### src/inc/tmr_pkg.sv
// shared constants and carrier types for the 16-bit timer/event counter
package tmr_pkg;
    localparam logic [15:0] CNT_ZERO = 16'h0000;
    localparam logic [15:0] CNT_ONE = 16'h0001;
    localparam logic [15:0] CNT_MAX = 16'hFFFF;
    localparam logic [15:0] CC_RST = 16'h0000;
    localparam logic [1:0] EDGE_FALL = 2'h0;
    localparam logic [1:0] EDGE_RISE = 2'h1;
    localparam logic [1:0] EDGE_BOTH = 2'h2;
    localparam logic [1:0] MODE_STOP = 2'h0;
    localparam logic [1:0] MODE_FREE = 2'h1;
    localparam logic [1:0] MODE_EDGE_CLR = 2'h2;
    localparam logic [1:0] MODE_MATCH_CLR = 2'h3;

    // one-hot counter operating state
    typedef enum logic [3:0] {
        TMR_ST_STOP = 4'h1,
        TMR_ST_FREE = 4'h2,
        TMR_ST_EDGE = 4'h4,
        TMR_ST_MATCH = 4'h8
    } tmr_state_t;

    // static configuration bits
    typedef struct packed {
        logic operating_mode_bit_hi;
        logic operating_mode_bit_lo;
        logic cc0_is_capture;
        logic cc1_is_capture;
        logic [1:0] edge_a_sel;
        logic [1:0] edge_b_sel;
        logic pin_is_output;
    } tmr_cfg_t;

    // software access strobes, one-cycle each except count_rd and cc1_rd
    typedef struct packed {
        logic wr0;
        logic wr1;
        logic [15:0] wdata;
        logic count_rd;
        logic cc0_rd;
        logic cc1_rd;
        logic ovf_clr;
    } tmr_sw_t;
endpackage : tmr_pkg

### src/tmr_edge_det.sv
// two-flop synchroniser and valid-edge detector for one timer input pin
`timescale 1ns/1ps
module tmr_edge_det (
    input wire logic i_ref_clk,
    input wire logic i_rst_n,
    input wire logic i_pin,
    input wire logic [1:0] i_sel,
    output logic o_edge
);
    logic sync1;
    logic sync2;
    logic prev;
    logic next_edge;
    logic [2:0] fill, next_fill;

    // edge is taken between second flop and its delayed copy only
    always_comb begin
        next_edge = 1'b0;
        // no edge until the chain holds real pin samples, else a high pin fakes one
        next_fill = {fill[1:0], 1'b1};
        if (!fill[2]) begin
            next_edge = 1'b0;
        end else if (i_sel == tmr_pkg::EDGE_RISE) begin
            next_edge = sync2 & ~prev;
        end else if (i_sel == tmr_pkg::EDGE_FALL) begin
            next_edge = ~sync2 & prev;
        end else if (i_sel == tmr_pkg::EDGE_BOTH) begin
            next_edge = sync2 ^ prev;
        end
    end

    always_ff @(posedge i_ref_clk) begin
        if (!i_rst_n) begin
            sync1 <= 1'b0;
            sync2 <= 1'b0;
            prev <= 1'b0;
            fill <= 3'h0;
            o_edge <= 1'b0;
        end else begin
            fill <= next_fill;
            sync1 <= i_pin;
            sync2 <= sync1;
            prev <= sync2;
            o_edge <= next_edge;
        end
    end
endmodule : tmr_edge_det

### src/tmr_timer16.sv
// 16-bit timer/event counter with two capture/compare registers
`timescale 1ns/1ps
// What this block does
// - counter read never loads second capture register
// - counting pauses while counter is being read
// - zero compare matches on step zero to one
// - compare below count waits through a wrap
// - compare-configured register ignores capture triggers
// - shared pin is edge input or output
// - capture beats a coinciding register read
// - stop during capture drops the queued capture
// - overflow flag set on wrap from all ones
// - capture at count fall, interrupt next rise
// - nonzero mode bits run, zero bits stop
module tmr_timer16 (
    input wire logic i_ref_clk,
    input wire logic i_rst_n,
    input wire tmr_pkg::tmr_cfg_t i_cfg,
    input wire tmr_pkg::tmr_sw_t i_sw,
    input wire logic i_edge_input_a,
    input wire logic i_shared_port_pin,
    output logic o_shared_port_pin,
    output logic o_shared_port_pin_oe,
    output logic [15:0] o_count_value,
    output logic [15:0] o_cc0_value,
    output logic [15:0] o_cc1_value,
    output logic o_compare_match_irq_a,
    output logic o_compare_match_irq_b,
    output logic o_overflow_flag,
    output logic o_running
);
    tmr_pkg::tmr_state_t state, next_state;
    logic phase, next_phase;
    logic [15:0] count, next_count;
    logic [15:0] cc0, next_cc0;
    logic [15:0] cc1, next_cc1;
    logic pend0, next_pend0;
    logic pend1, next_pend1;
    logic cap_irq0, next_cap_irq0;
    logic cap_irq1, next_cap_irq1;
    logic clr_pend, next_clr_pend;
    logic ovf, next_ovf;
    logic irq_a, next_irq_a;
    logic irq_b, next_irq_b;
    logic tout, next_tout;
    logic pin_oe, next_pin_oe;
    logic active, next_active;
    logic edge_a, edge_b_raw, edge_b;
    logic run, rise, fall, step;
    logic match0, match1;
    logic [1:0] mode_bits;

    ////////////////////////////////////////////////////////////////////////
    // input edges
    tmr_edge_det u_edge_a (
        .i_ref_clk(i_ref_clk),
        .i_rst_n(i_rst_n),
        .i_pin(i_edge_input_a),
        .i_sel(i_cfg.edge_a_sel),
        .o_edge(edge_a)
    );
    tmr_edge_det u_edge_b (
        .i_ref_clk(i_ref_clk),
        .i_rst_n(i_rst_n),
        .i_pin(i_shared_port_pin),
        .i_sel(i_cfg.edge_b_sel),
        .o_edge(edge_b_raw)
    );

    // pin driven as output cannot also feed the edge input
    assign edge_b = edge_b_raw & ~pin_oe;

    ////////////////////////////////////////////////////////////////////////
    // count clock phases: rise steps the counter, fall loads captures
    assign mode_bits = {i_cfg.operating_mode_bit_hi, i_cfg.operating_mode_bit_lo};
    assign run = (state != tmr_pkg::TMR_ST_STOP);
    assign rise = run & ~phase;
    assign fall = run & phase;
    assign step = rise & ~i_sw.count_rd;
    // a match is seen on the step that leaves the compare value
    assign match0 = step & (count == cc0) & ~i_cfg.cc0_is_capture;
    assign match1 = step & (count == cc1) & ~i_cfg.cc1_is_capture;

    // operating state follows the mode bits one clock later
    always_comb begin
        next_state = tmr_pkg::TMR_ST_STOP;
        if (mode_bits == tmr_pkg::MODE_FREE) begin
            next_state = tmr_pkg::TMR_ST_FREE;
        end else if (mode_bits == tmr_pkg::MODE_EDGE_CLR) begin
            next_state = tmr_pkg::TMR_ST_EDGE;
        end else if (mode_bits == tmr_pkg::MODE_MATCH_CLR) begin
            next_state = tmr_pkg::TMR_ST_MATCH;
        end
        next_phase = run ? ~phase : 1'b0;
        next_active = (next_state != tmr_pkg::TMR_ST_STOP);
    end
    always_ff @(posedge i_ref_clk) begin
        if (!i_rst_n) begin
            state <= tmr_pkg::TMR_ST_STOP;
            phase <= 1'b0;
            active <= 1'b0;
        end else begin
            state <= next_state;
            phase <= next_phase;
            active <= next_active;
        end
    end

    ////////////////////////////////////////////////////////////////////////
    // counter, overflow and match events
    always_comb begin
        next_count = count;
        next_ovf = ovf;
        next_clr_pend = clr_pend;
        next_irq_a = 1'b0;
        next_irq_b = 1'b0;
        next_tout = tout;
        if (i_sw.ovf_clr) begin
            next_ovf = 1'b0;
        end
        case (state)
            tmr_pkg::TMR_ST_STOP: begin
                next_count = tmr_pkg::CNT_ZERO;
                next_clr_pend = 1'b0;
            end
            default: begin
                if (step) begin
                    if (clr_pend && state == tmr_pkg::TMR_ST_EDGE) begin
                        next_count = tmr_pkg::CNT_ZERO;
                        next_clr_pend = 1'b0;
                    end else if (state == tmr_pkg::TMR_ST_MATCH && count == cc0) begin
                        next_count = tmr_pkg::CNT_ZERO;
                    end else begin
                        // wraps naturally, so a lower compare waits a lap
                        next_count = 16'(count + tmr_pkg::CNT_ONE);
                    end
                    if (count == tmr_pkg::CNT_MAX) begin
                        next_ovf = 1'b1;
                    end
                end
            end
        endcase
        // a new edge on the clearing step is kept, not lost
        if (edge_a && state == tmr_pkg::TMR_ST_EDGE) begin
            next_clr_pend = 1'b1;
        end
        // capture interrupts go out at the rise after the load
        next_irq_a = match0 | (rise & cap_irq0);
        next_irq_b = match1 | (rise & cap_irq1);
        if (match0) begin
            next_tout = ~tout;
        end
        next_pin_oe = i_cfg.pin_is_output;
    end

    // the set wins over a same-cycle software clear
    always_ff @(posedge i_ref_clk) begin
        if (!i_rst_n) begin
            count <= tmr_pkg::CNT_ZERO;
            ovf <= 1'b0;
            clr_pend <= 1'b0;
            irq_a <= 1'b0;
            irq_b <= 1'b0;
            tout <= 1'b0;
            pin_oe <= 1'b0;
        end else begin
            count <= next_count;
            ovf <= next_ovf;
            clr_pend <= next_clr_pend;
            irq_a <= next_irq_a;
            irq_b <= next_irq_b;
            tout <= next_tout;
            pin_oe <= next_pin_oe;
        end
    end

    ////////////////////////////////////////////////////////////////////////
    // capture/compare registers
    always_comb begin
        next_cc0 = cc0;
        next_cc1 = cc1;
        next_pend0 = pend0;
        next_pend1 = pend1;
        next_cap_irq0 = cap_irq0 & ~rise;
        next_cap_irq1 = cap_irq1 & ~rise;
        if (i_sw.wr0) begin
            next_cc0 = i_sw.wdata;
        end
        if (i_sw.wr1) begin
            next_cc1 = i_sw.wdata;
        end
        if (fall && pend0) begin
            next_cc0 = count;
            next_pend0 = 1'b0;
            next_cap_irq0 = 1'b1;
        end
        if (fall && pend1) begin
            next_cc1 = count;
            next_pend1 = 1'b0;
            next_cap_irq1 = 1'b1;
        end
        // only real pin edges queue a capture; after the load so a new edge wins
        if (edge_b && i_cfg.cc0_is_capture) begin
            next_pend0 = 1'b1;
        end
        if (edge_a && i_cfg.cc1_is_capture) begin
            next_pend1 = 1'b1;
        end
        // a stop drops queued captures; their result is not defined anyway
        if (!run) begin
            next_pend0 = 1'b0;
            next_pend1 = 1'b0;
            next_cap_irq0 = 1'b0;
            next_cap_irq1 = 1'b0;
        end
    end

    always_ff @(posedge i_ref_clk) begin
        if (!i_rst_n) begin
            cc0 <= tmr_pkg::CC_RST;
            cc1 <= tmr_pkg::CC_RST;
            pend0 <= 1'b0;
            pend1 <= 1'b0;
            cap_irq0 <= 1'b0;
            cap_irq1 <= 1'b0;
        end else begin
            cc0 <= next_cc0;
            cc1 <= next_cc1;
            pend0 <= next_pend0;
            pend1 <= next_pend1;
            cap_irq0 <= next_cap_irq0;
            cap_irq1 <= next_cap_irq1;
        end
    end

    ////////////////////////////////////////////////////////////////////////
    // outputs, all from flops
    assign o_count_value = count;
    assign o_cc0_value = cc0;
    assign o_cc1_value = cc1;
    assign o_compare_match_irq_a = irq_a;
    assign o_compare_match_irq_b = irq_b;
    assign o_overflow_flag = ovf;
    assign o_shared_port_pin = tout;
    assign o_shared_port_pin_oe = pin_oe;
    assign o_running = active;
endmodule : tmr_timer16

### config.mk
export PLATFORM = sky130hd
export DESIGN_NAME = tmr_timer16
export DESIGN_NICKNAME = d
export VERILOG_FILES = /design/src/inc/tmr_pkg.sv /design/src/tmr_edge_det.sv /design/src/tmr_timer16.sv
export SDC_FILE = /design/constraint.sdc
export NUM_CORES = 1
export LEC_CHECK = 0
export ABC_AREA = 1
export BUFFER_PORTS_ARGS = -buffer_cell sky130_fd_sc_hd__buf_4
export CORE_MARGIN = 2
export CORE_UTILIZATION = 35
export CTS_CLUSTER_DIAMETER = 120
export CTS_CLUSTER_SIZE = 30
export DETAILED_ROUTE_END_ITERATION = 8
export PLACE_DENSITY_LB_ADDON = 0.2
export RECOVER_POWER = 50
export SYNTH_ARGS = -nofsm -noshare
export SYNTH_HDL_FRONTEND = slang
export SYNTH_SLANG_ARGS = --single-unit
export TNS_END_PERCENT = 1
### constraint.sdc
create_clock -name i_ref_clk -period 2.4 [get_ports i_ref_clk]
set_clock_uncertainty 0.2 [all_clocks]
set_input_delay 0.24 -clock i_ref_clk [delete_from_list [all_inputs] [get_ports i_ref_clk]]
set_output_delay 0.24 -clock i_ref_clk [all_outputs]
set_load 0.005 [all_outputs]
Word level (Yosys, flattened, before mapping)
Index checks and enable logic that the tools add are counted.

Input bits: 35. Register bits after elaboration: 78.

Equality and inequality tests: 15. Reductions and logical operators: 20. Bitwise operators: 32. Mux-type cells: 31. $add $sub $neg: 1.

Operators by type and width (count): 16-bit 2-to-1 mux (6); 16-bit == test (2); 1-bit 2-to-1 mux (22); 16-bit by 1-bit adder with 16-bit output (second input constant) (1); 1-bit AND (16); 16-bit == test (second input constant) (1); 4-bit 2-to-1 mux (3); 1-bit inverter (12); 2-bit == test (second input constant) (4); 4-bit by 1-bit inequality test with 1-bit output (second input constant) (2); 2-bit AND reduction (4); 2-bit nonzero test (4); 1-bit logical AND (7); 2-bit by 1-bit == test with 1-bit output (second input constant) (3); 3-bit nonzero test (2); 4-bit by 1-bit == test with 1-bit output (second input constant) (1); 4-bit by 3-bit == test with 1-bit output (second input constant) (1); 4-bit == test (second input constant) (1); 2-bit logical NOT (2); 1-bit bitwise OR (2); 2-bit OR reduction (1); 1-bit XOR (2).

Logic depth before layout (Yosys ltp)
Gate-level depths: netlist of the first run.

Word-level depth: 6. Mapped depth: 12. Depth with buffers taken out: 11.

By module
Synthesis of the first run repeated with hierarchy kept, for this count alone.

Cell total of the unflattened synthesis: 582. Area, all modules: 3995.1 um^2.

By module, submodules not included: tmr_timer16 (area each 3489.6 um^2, sequential area each 1281.2 um^2, instances 1, cells each 520); tmr_edge_det (area each 252.7 um^2, sequential area each 140.1 um^2, instances 2, cells each 31).

Worst setup path after synthesis of the first run
No wires, ideal clock.

Path type: flip-flop to flip-flop. From: reg count[0] (netlist: o_count_value[0]). To: reg count[12] (netlist: o_count_value[12]). Slack: 0.769 ns. Setup time: 0.064 ns. Clock period less this slack: 1.631 ns. Path buffers: 0. Arrival time: 1.367 ns. Required time: 2.136 ns. Stages on the path, launching flop included: 10. Path through: dfxtp_1 -> ha_1 -> nand2_1 -> nor3_2 -> nand3_1 -> nor2_2 -> nand3_1 -> nand2_1 -> nand2_1 -> nor2_1.

Longest elaborated chain between the ends: 4. Elaborated cells on any way between the ends: 5. Those cells by class: add/sub (1); eq/ne (1); mux (2); reduce/logical (1).

RTL lines: start, declared (RTL line tmr_timer16.sv:34) `logic [15:0] count, next_count;`; start signal, assigned (RTL line tmr_timer16.sv:159) `count <= tmr_pkg::CNT_ZERO;`; start signal, assigned (RTL line tmr_timer16.sv:167) `count <= next_count;`; branches (longest 2 deep; another with 16-bit by 1-bit adder with 16-bit output); 16-bit 2-to-1 mux (*) (RTL line tmr_timer16.sv:131) `end else if (state == tmr_pkg::TMR_ST_MATCH && count == cc0) begin`; 16-bit 2-to-1 mux (*) (RTL line tmr_timer16.sv:128) `if (clr_pend && state == tmr_pkg::TMR_ST_EDGE) begin`.

Mark *: on every way between the ends. A chain may end at the register's enable or synchronous reset.

Worst setup path in the final report of the first run
From: reg u_edge_b.prev. To: reg u_edge_b.o_edge.

Longest elaborated chain between the ends: 4. Elaborated cells on any way between the ends: 7. Those cells by class: mux (3); bitwise (4).

RTL lines: start, declared (RTL line tmr_edge_det.sv:12) `logic prev;`; start signal, assigned (RTL line tmr_edge_det.sv:43) `prev <= sync2;`; 1-bit XOR (RTL line tmr_edge_det.sv:28) `next_edge = sync2 ^ prev;`; 1-bit 2-to-1 mux (RTL line tmr_edge_det.sv:27) `end else if (i_sel == tmr_pkg::EDGE_BOTH) begin`; 1-bit 2-to-1 mux (RTL line tmr_edge_det.sv:25) `end else if (i_sel == tmr_pkg::EDGE_FALL) begin`; 1-bit 2-to-1 mux (*) (RTL line tmr_edge_det.sv:23) `end else if (i_sel == tmr_pkg::EDGE_RISE) begin`; end signal, assigned (RTL line tmr_edge_det.sv:44) `o_edge <= next_edge;`; end, declared (RTL line tmr_edge_det.sv:8) `output logic o_edge`.

Every way passes the cells marked *; elsewhere a longest branch is shown, timed or not.

==> impl_metrics.ini, run 1 <==
[yosys]
synth_top_family_by_area = simple AND/OR/NAND/NOR gates
synth_edf_count = 0
synthMuxAreaShare_pct = 0.2672
syn_inst = 545
synth_area_per_cell_sq_um = 6.874
synth_compound_area_share_pct = 14.46
ys_seq_area_share_pct = 40.08
ys_warn_count = 0
synthAdderAreaFrac_pct = 1.670
synth-xor-area-share_pct = 2.806
syn-num-nets = 585
synthSimpleGateAreaFrac_pct = 30.69
synth_area_sq_um = 3746
yosys.cell_types.count = 37
synth-main-ff-cell = dfxtp_1
ys_seq_elements = 75
ys_async_sr_fraction_pct = 0

[route]
vias_per_cell = 4.840
vias = 3853
dr.pass1.iters = 5
postRouteAntennaNets = 0
drt_iter0_markers = 151
avgRoutedWirePerCell_um = 14.03
wirelength_um = 11170
drc = 0

[sta]
fmax_mhz = 493.7
slew_headroom_pct = 50.46
worstMarginPinSlew_ns = 0.7431
whs_ns = -0.01558
fin_crit_sh_pct = 84.40
setup-tns-final_ns = 0
setup_viol = 0
slew_viol_final = 0
fin_crit_ns = 2.026
fin_ws_ns = 0.3745
hold_viol_final = 1
rsz0062_at_grt = false

[floorplanning]
chipWidth_um = 107.5
die-area_sq_um = 11550
die-height_um = 107.5
start_util_pct = 36.12
std_cell_rows = 37
pin_count = 89
core_area_sq_um = 10370

[grt]
grt_pass1_vias = 3471
grt.overflow.total = 0
track_usage_pct = 19.77
grt_pass1_wl_um = 17730
antenna_found_initial = 0
grt_start_max_net_pins = 33

[layout]
fin_nets = 696
syn2layout_area_growth_pct = 33.07
drive_gt1_share_pct = 17.58
antenna_cells = 0

[cts]
clock-sinks = 75
cts_tree = done
htreeDepth = 3
clk_latency_ns = 0.36
cts_root_buf = clkbuf_8
cts_buffer_depth = 2
cts_buffers = 9
clkTransAtPathRegs_ns = 0.08

[power_and_ir_drop]
internal_power_mw = 2.065
pwr-share-seq_pct = 47.9
p_switching_uw = 707.8
powerDensity_nw_per_um2 = 556.2
p_leak_nw = 2.209
swShare_pct = 25.53
peakVddDrop_uv = 253.9
p_comb_share_pct = 12.7
clkPwrFrac_pct = 39.4

[critical_path]
crit_required_ns = 2.50
cp.arrival_ns = 2.12
cp_max_fo = 2
cp-start-kind = flip-flop
path_class = flip-flop to flip-flop
end_kind = flip-flop

[worst_hold_path]
hold_path.class = primary input to flip-flop

[placed_design]
preCtsSetupSlack_ns = 0.4311
io_buffers = 86
dp_hpwl_um = 7965
place.gp.congestion = 0.8637

[run_status]
violations = negative hold slack
status = finished, violations left

[flow_run]
cap_viol_max_count = 0
cell usage after synthesis, types with 2 or more instances:
library cell	count	share of area (%)
o22ai_1	4	0.67
nand4_1	4	0.67
nand3b_1	4	0.80
nand3_1	18	2.4
xnor2_1	4	0.94
a21oi_1	26	3.5
o2111ai_1	2	0.47
nor2_2	3	0.50
a211oi_1	17	3.4
inv_1	61	6.1
nor3_1	4	0.53
o21ai_0	16	2.1
ha_1	5	1.7
nor2_4	2	0.60
inv_2	6	0.60
xor2_1	8	1.9
a311oi_1	15	3.5
buf_1	2	0.20
buf_4	5	1.0
nand3_2	2	0.53
nand2_1	143	14
buf_2	6	0.80
dfxtp_1	75	40
clkbuf_1	9	0.90
nor2_1	92	9.2
registers in the layout, indices dropped and copies added, names as in the netlist, 3 cells and up:
| register | cells |
|---|---|
| o_cc0_value | 16 |
| o_cc1_value | 16 |
| o_count_value | 16 |
| state | 4 |
| u_edge_b.fill | 3 |
what timing repair did:
item | in CTS | in global routing
gates resized for setup | 0 | 5
endpoints found under the setup margin | 0 | 2
buffers inserted | 0 | 0
endpoints found under the hold margin | 30 | 0
hold buffers | 33 | 0
worst max-delay path, stage by stage (launching register included):
cell,delay [ns]
dfxtp_2,0.33
inv_1,0.04
ha_1,0.29
a21oi_1,0.14
dlygate4sd3_1,0.55
o21ai_0,0.07
dlymetal6s4s_1,0.26
a21oi_2,0.10
power by group through the flow:
stage	combinational, mW	sequential, mW	clock [mW]
floorplan	0.169	1.35	0
global placement	0.312	1.36	0
detailed placement	0.317	1.36	0
CTS	0.360	1.33	1.11
global route	0.392	1.34	1.17
finish	0.353	1.33	1.09
path summary, 6_finish.rpt:
kind,startpoint,endpoint,slack [ns],depth (start not counted)
max,u_edge_b.prev,u_edge_b.o_edge,0.37,7
min,i_cfg[4],u_edge_a.o_edge,-0.02,3
max reg2reg,u_edge_b.prev,u_edge_b.o_edge,0.37,7
min reg2reg,u_edge_b.sync1,u_edge_b.sync2,0.22,2
routing by layer:
metal / up-vias / track usage (%) / routed length [um]
met3: 16 / 3.935 / 504
li1: 1974 / - / -
met2: 90 / 31.46 / 5152
met4: 0 / 6.044 / 156
met1: 1773 / 27.02 / 5352
met5: - / 0 / 0
through the flow:
| stage | hold WS (ns) | area, sq um | instances | utilization (%) | power (mW) |
|---|---|---|---|---|---|
| floorplan | 0.06772 | 3746 | 545 | - | 1.520 |
| global placement | 0.1919 | 4479 | 749 | 43.20 | 1.671 |
| detailed placement | 0.1996 | 4479 | 749 | 43.20 | 1.676 |
| CTS | 0.02015 | 5025 | 797 | 48.46 | 2.802 |
| global route | 0.003451 | 4985 | 796 | 48.07 | 2.900 |
| finish | -0.01558 | 4985 | 796 | 48.07 | 2.773 |
cell type report:
class | instances | area (sq um)
timing repair buffer | 123 | 968.4
tap | 136 | 170.2
inverter | 68 | 255.2
sequential | 75 | 1504
multi-input combinational | 379 | 1872
clock inverter | 5 | 77.57
clock buffer | 10 | 137.6
fill | 1059 | 5385
logic make-up after synthesis:
group	after synthesis
compound gates	84
xor+xnor	12
fa+ha+maj	5
buf+inv	91
flops	75
mux	1
simple gates	277
placed cells by master, fill, tap and decap left out, types with 2 or more instances in the layout:
cell / count
o22ai_1: 4
nand3b_1: 4
o21ai_0: 16
nand3_1: 19
ha_1: 5
nand4_1: 4
a311oi_1: 15
nor2_1: 92
inv_1: 61
clkbuf_4: 38
nor2_2: 3
buf_4: 43
inv_2: 6
nor2_4: 2
clkinv_2: 2
dlygate4sd3_1: 31
dfxtp_1: 73
o2111ai_1: 2
a21oi_1: 24
nand2_1: 143
clkbuf_1: 10
a211oi_1: 17
xor2_1: 8
a21oi_2: 2
nor3_1: 4
clkbuf_8: 10
dfxtp_2: 2
bufinv_16: 2
xnor2_1: 4
No activity file was read; power rests on OpenSTA's default activity.
==> inputs of run 2 (changes only) <==
Clock period 2.4 ns to 1.75 ns, I/O delays scaled along.
==> run 2 against run 1 <==
Effect of this change: the run now ends clean; power rose by 35%; via count increased by 3.1%; largest cell class unchanged; non-clock buffer count increased by 37; global-route usage grew 1.1 points; first-iteration DRC count increased by 7.3%; final cell count grew 4.9%; highest routed layer unchanged; critical endpoint is now state[2]; core utilization is 4.4 points higher; clock power rose by 28%; worst hold slack gained 0.041 ns; register-to-register slack worse by 0.27 ns.
==> impl_metrics.ini, run 2 (synthesized netlist as in run 1, its figures left out) <==
[placed_design]
io_buffers = 86
preCtsSetupSlack_ns = -0.02465
placed_area_sq_um = 4797
place.gp.congestion = 0.8959
dp_hpwl_um = 8521

[grt]
busiest_layer = met2
use_met2_pct = 33.95
grt_pass1_wl_um = 18740
grt_use_met1_pct = 28.43
grt.overflow.total = 0
track_usage_pct = 20.92
antenna_found_initial = 0
grt_start_max_net_pins = 33
use_met3_pct = 3.208
grt_pass1_vias = 3785

[sta]
fin_crit_sh_pct = 96.71
rsz0062_at_grt = true
setup_viol = 0
slew_headroom_pct = 68.71
fin_ws_ns = 0.05758
whs_ns = 0.02563
worstMarginPinSlew_ns = 0.4651
slew_viol_final = 0
fmax_mhz = 590.9
hold_viol_final = 0
fin_crit_ns = 1.692

[critical_path]
end_kind = flip-flop
cp-start-kind = primary input
path_class = primary input to flip-flop
cp.arrival_ns = 1.74
crit_required_ns = 1.80
cp_max_fo = 13
reg2regPathDepth = 8

[route]
postRouteAntennaNets = 0
vias_per_cell = 4.756
drt_iter0_markers = 162
avgRoutedWirePerCell_um = 14.07
dr.pass1.iters = 5
vias = 3971
wirelength_um = 11750
drc = 0

[floorplanning]
start_util_pct = 36.12
pin_count = 89
chipWidth_um = 107.5
die-area_sq_um = 11550
die-height_um = 107.5
std_cell_rows = 37
core_area_sq_um = 10370

[layout]
final_cell_mix = nand2_1, buf_4, nor2_1
fin_area_sq_um = 5441
antenna_cells = 0
fin_nets = 734
syn2layout_area_growth_pct = 45.26
drive_gt1_share_pct = 29.47
final_common_cell = nand2_1

[power_and_ir_drop]
peakVddDrop_uv = 575.2
powerDensity_nw_per_um2 = 687.6
p_leak_nw = 2.506

[cts]
cts_tree = done
clk_latency_ns = 0.36
cts_setup_buffers = 0
cts_buffers = 9
cts_root_buf = clkbuf_8
clock-sinks = 75
cts_buffer_depth = 2
htreeDepth = 3
clkTransAtPathRegs_ns = 0.09

[run_status]
status = finished, final reports clean

[worst_hold_path]
hold_path.class = primary input to flip-flop
hold_depth = 3

[flow_run]
cap_viol_max_count = 0
[run 2: cell count changes in the layout (fill, tap and decap cells not counted), sizes merged]
| cell | previous run | this run |
|---|---|---|
| buf | 43 | 127 |
| clkbuf | 58 | 12 |
| clkinv | 3 | 5 |
| inv | 67 | 69 |
| bufinv | 2 | 1 |
| clkinvlp | 1 | 0 |
| dlygate4sd3 | 31 | 30 |
| dlymetal6s4s | 1 | 0 |
| nand2 | 145 | 146 |
[run 2: final timing paths]
kind	start	endpoint	slack (ns)
hold / removal	i_sw[20]	o_cc1_value[15]	0.03
hold reg to reg	u_edge_b.fill[1]	u_edge_b.fill[2]	0.22
setup / recovery	i_rst_n	state[2]	0.06
setup reg to reg	o_count_value[6]	o_count_value[12]	0.10
[run 2: what timing repair did]
action / 4_1_cts / 5_1_grt
hold endpoints to repair: 50 / 0
endpoints found under the setup margin: 3 / 20
hold buffers: 30 / 0
gates resized for setup: 6 / 51
cloned: 0 / 1
pin swaps: 3 / 10
[run 2: layout make-up]
type / count / area [sq um]
inverter: 68 / 257.7
timing repair buffer: 160 / 1305
fill: 1023 / 4928
sequential: 75 / 1541
multi-input combinational: 380 / 1968
clock buffer: 9 / 123.9
clock inverter: 7 / 75.07
tap: 136 / 170.2
[run 2: worst max-delay path, cell delays in order]
cell,delay (ns)
dlygate4sd3_1,0.53
buf_4,0.17
buf_4,0.19
nand2_1,0.09
nor2_1,0.04
dlygate4sd3_1,0.54
[run 2: power breakdown]
| part | internal, mW | leakage [nW] | total (mW) | switching, mW |
|---|---|---|---|---|
| combinational | 0.267 | 1.78 | 0.536 | 0.269 |
| sequential | 1.76 | 0.626 | 1.82 | 0.0560 |
| clock | 0.669 | 0.104 | 1.39 | 0.717 |
[run 2: metrics by stage]
step	power [mW]	instances	TNS (ns)	util (%)
floorplan	2.084	545	0	-
global placement	2.316	788	-0.002919	46.26
detailed placement	2.326	788	-0.02465	46.26
CTS	3.769	834	0	51.28
global route	3.922	835	-0.01785	52.47
finish	3.742	835	0	52.47
[run 2: per-layer routing]
layer / wire length, um / vias up
met4: 180 / 0
met1: 5674 / 1794
met5: 0 / -
met3: 524 / 14
li1: - / 2059
met2: 5366 / 104
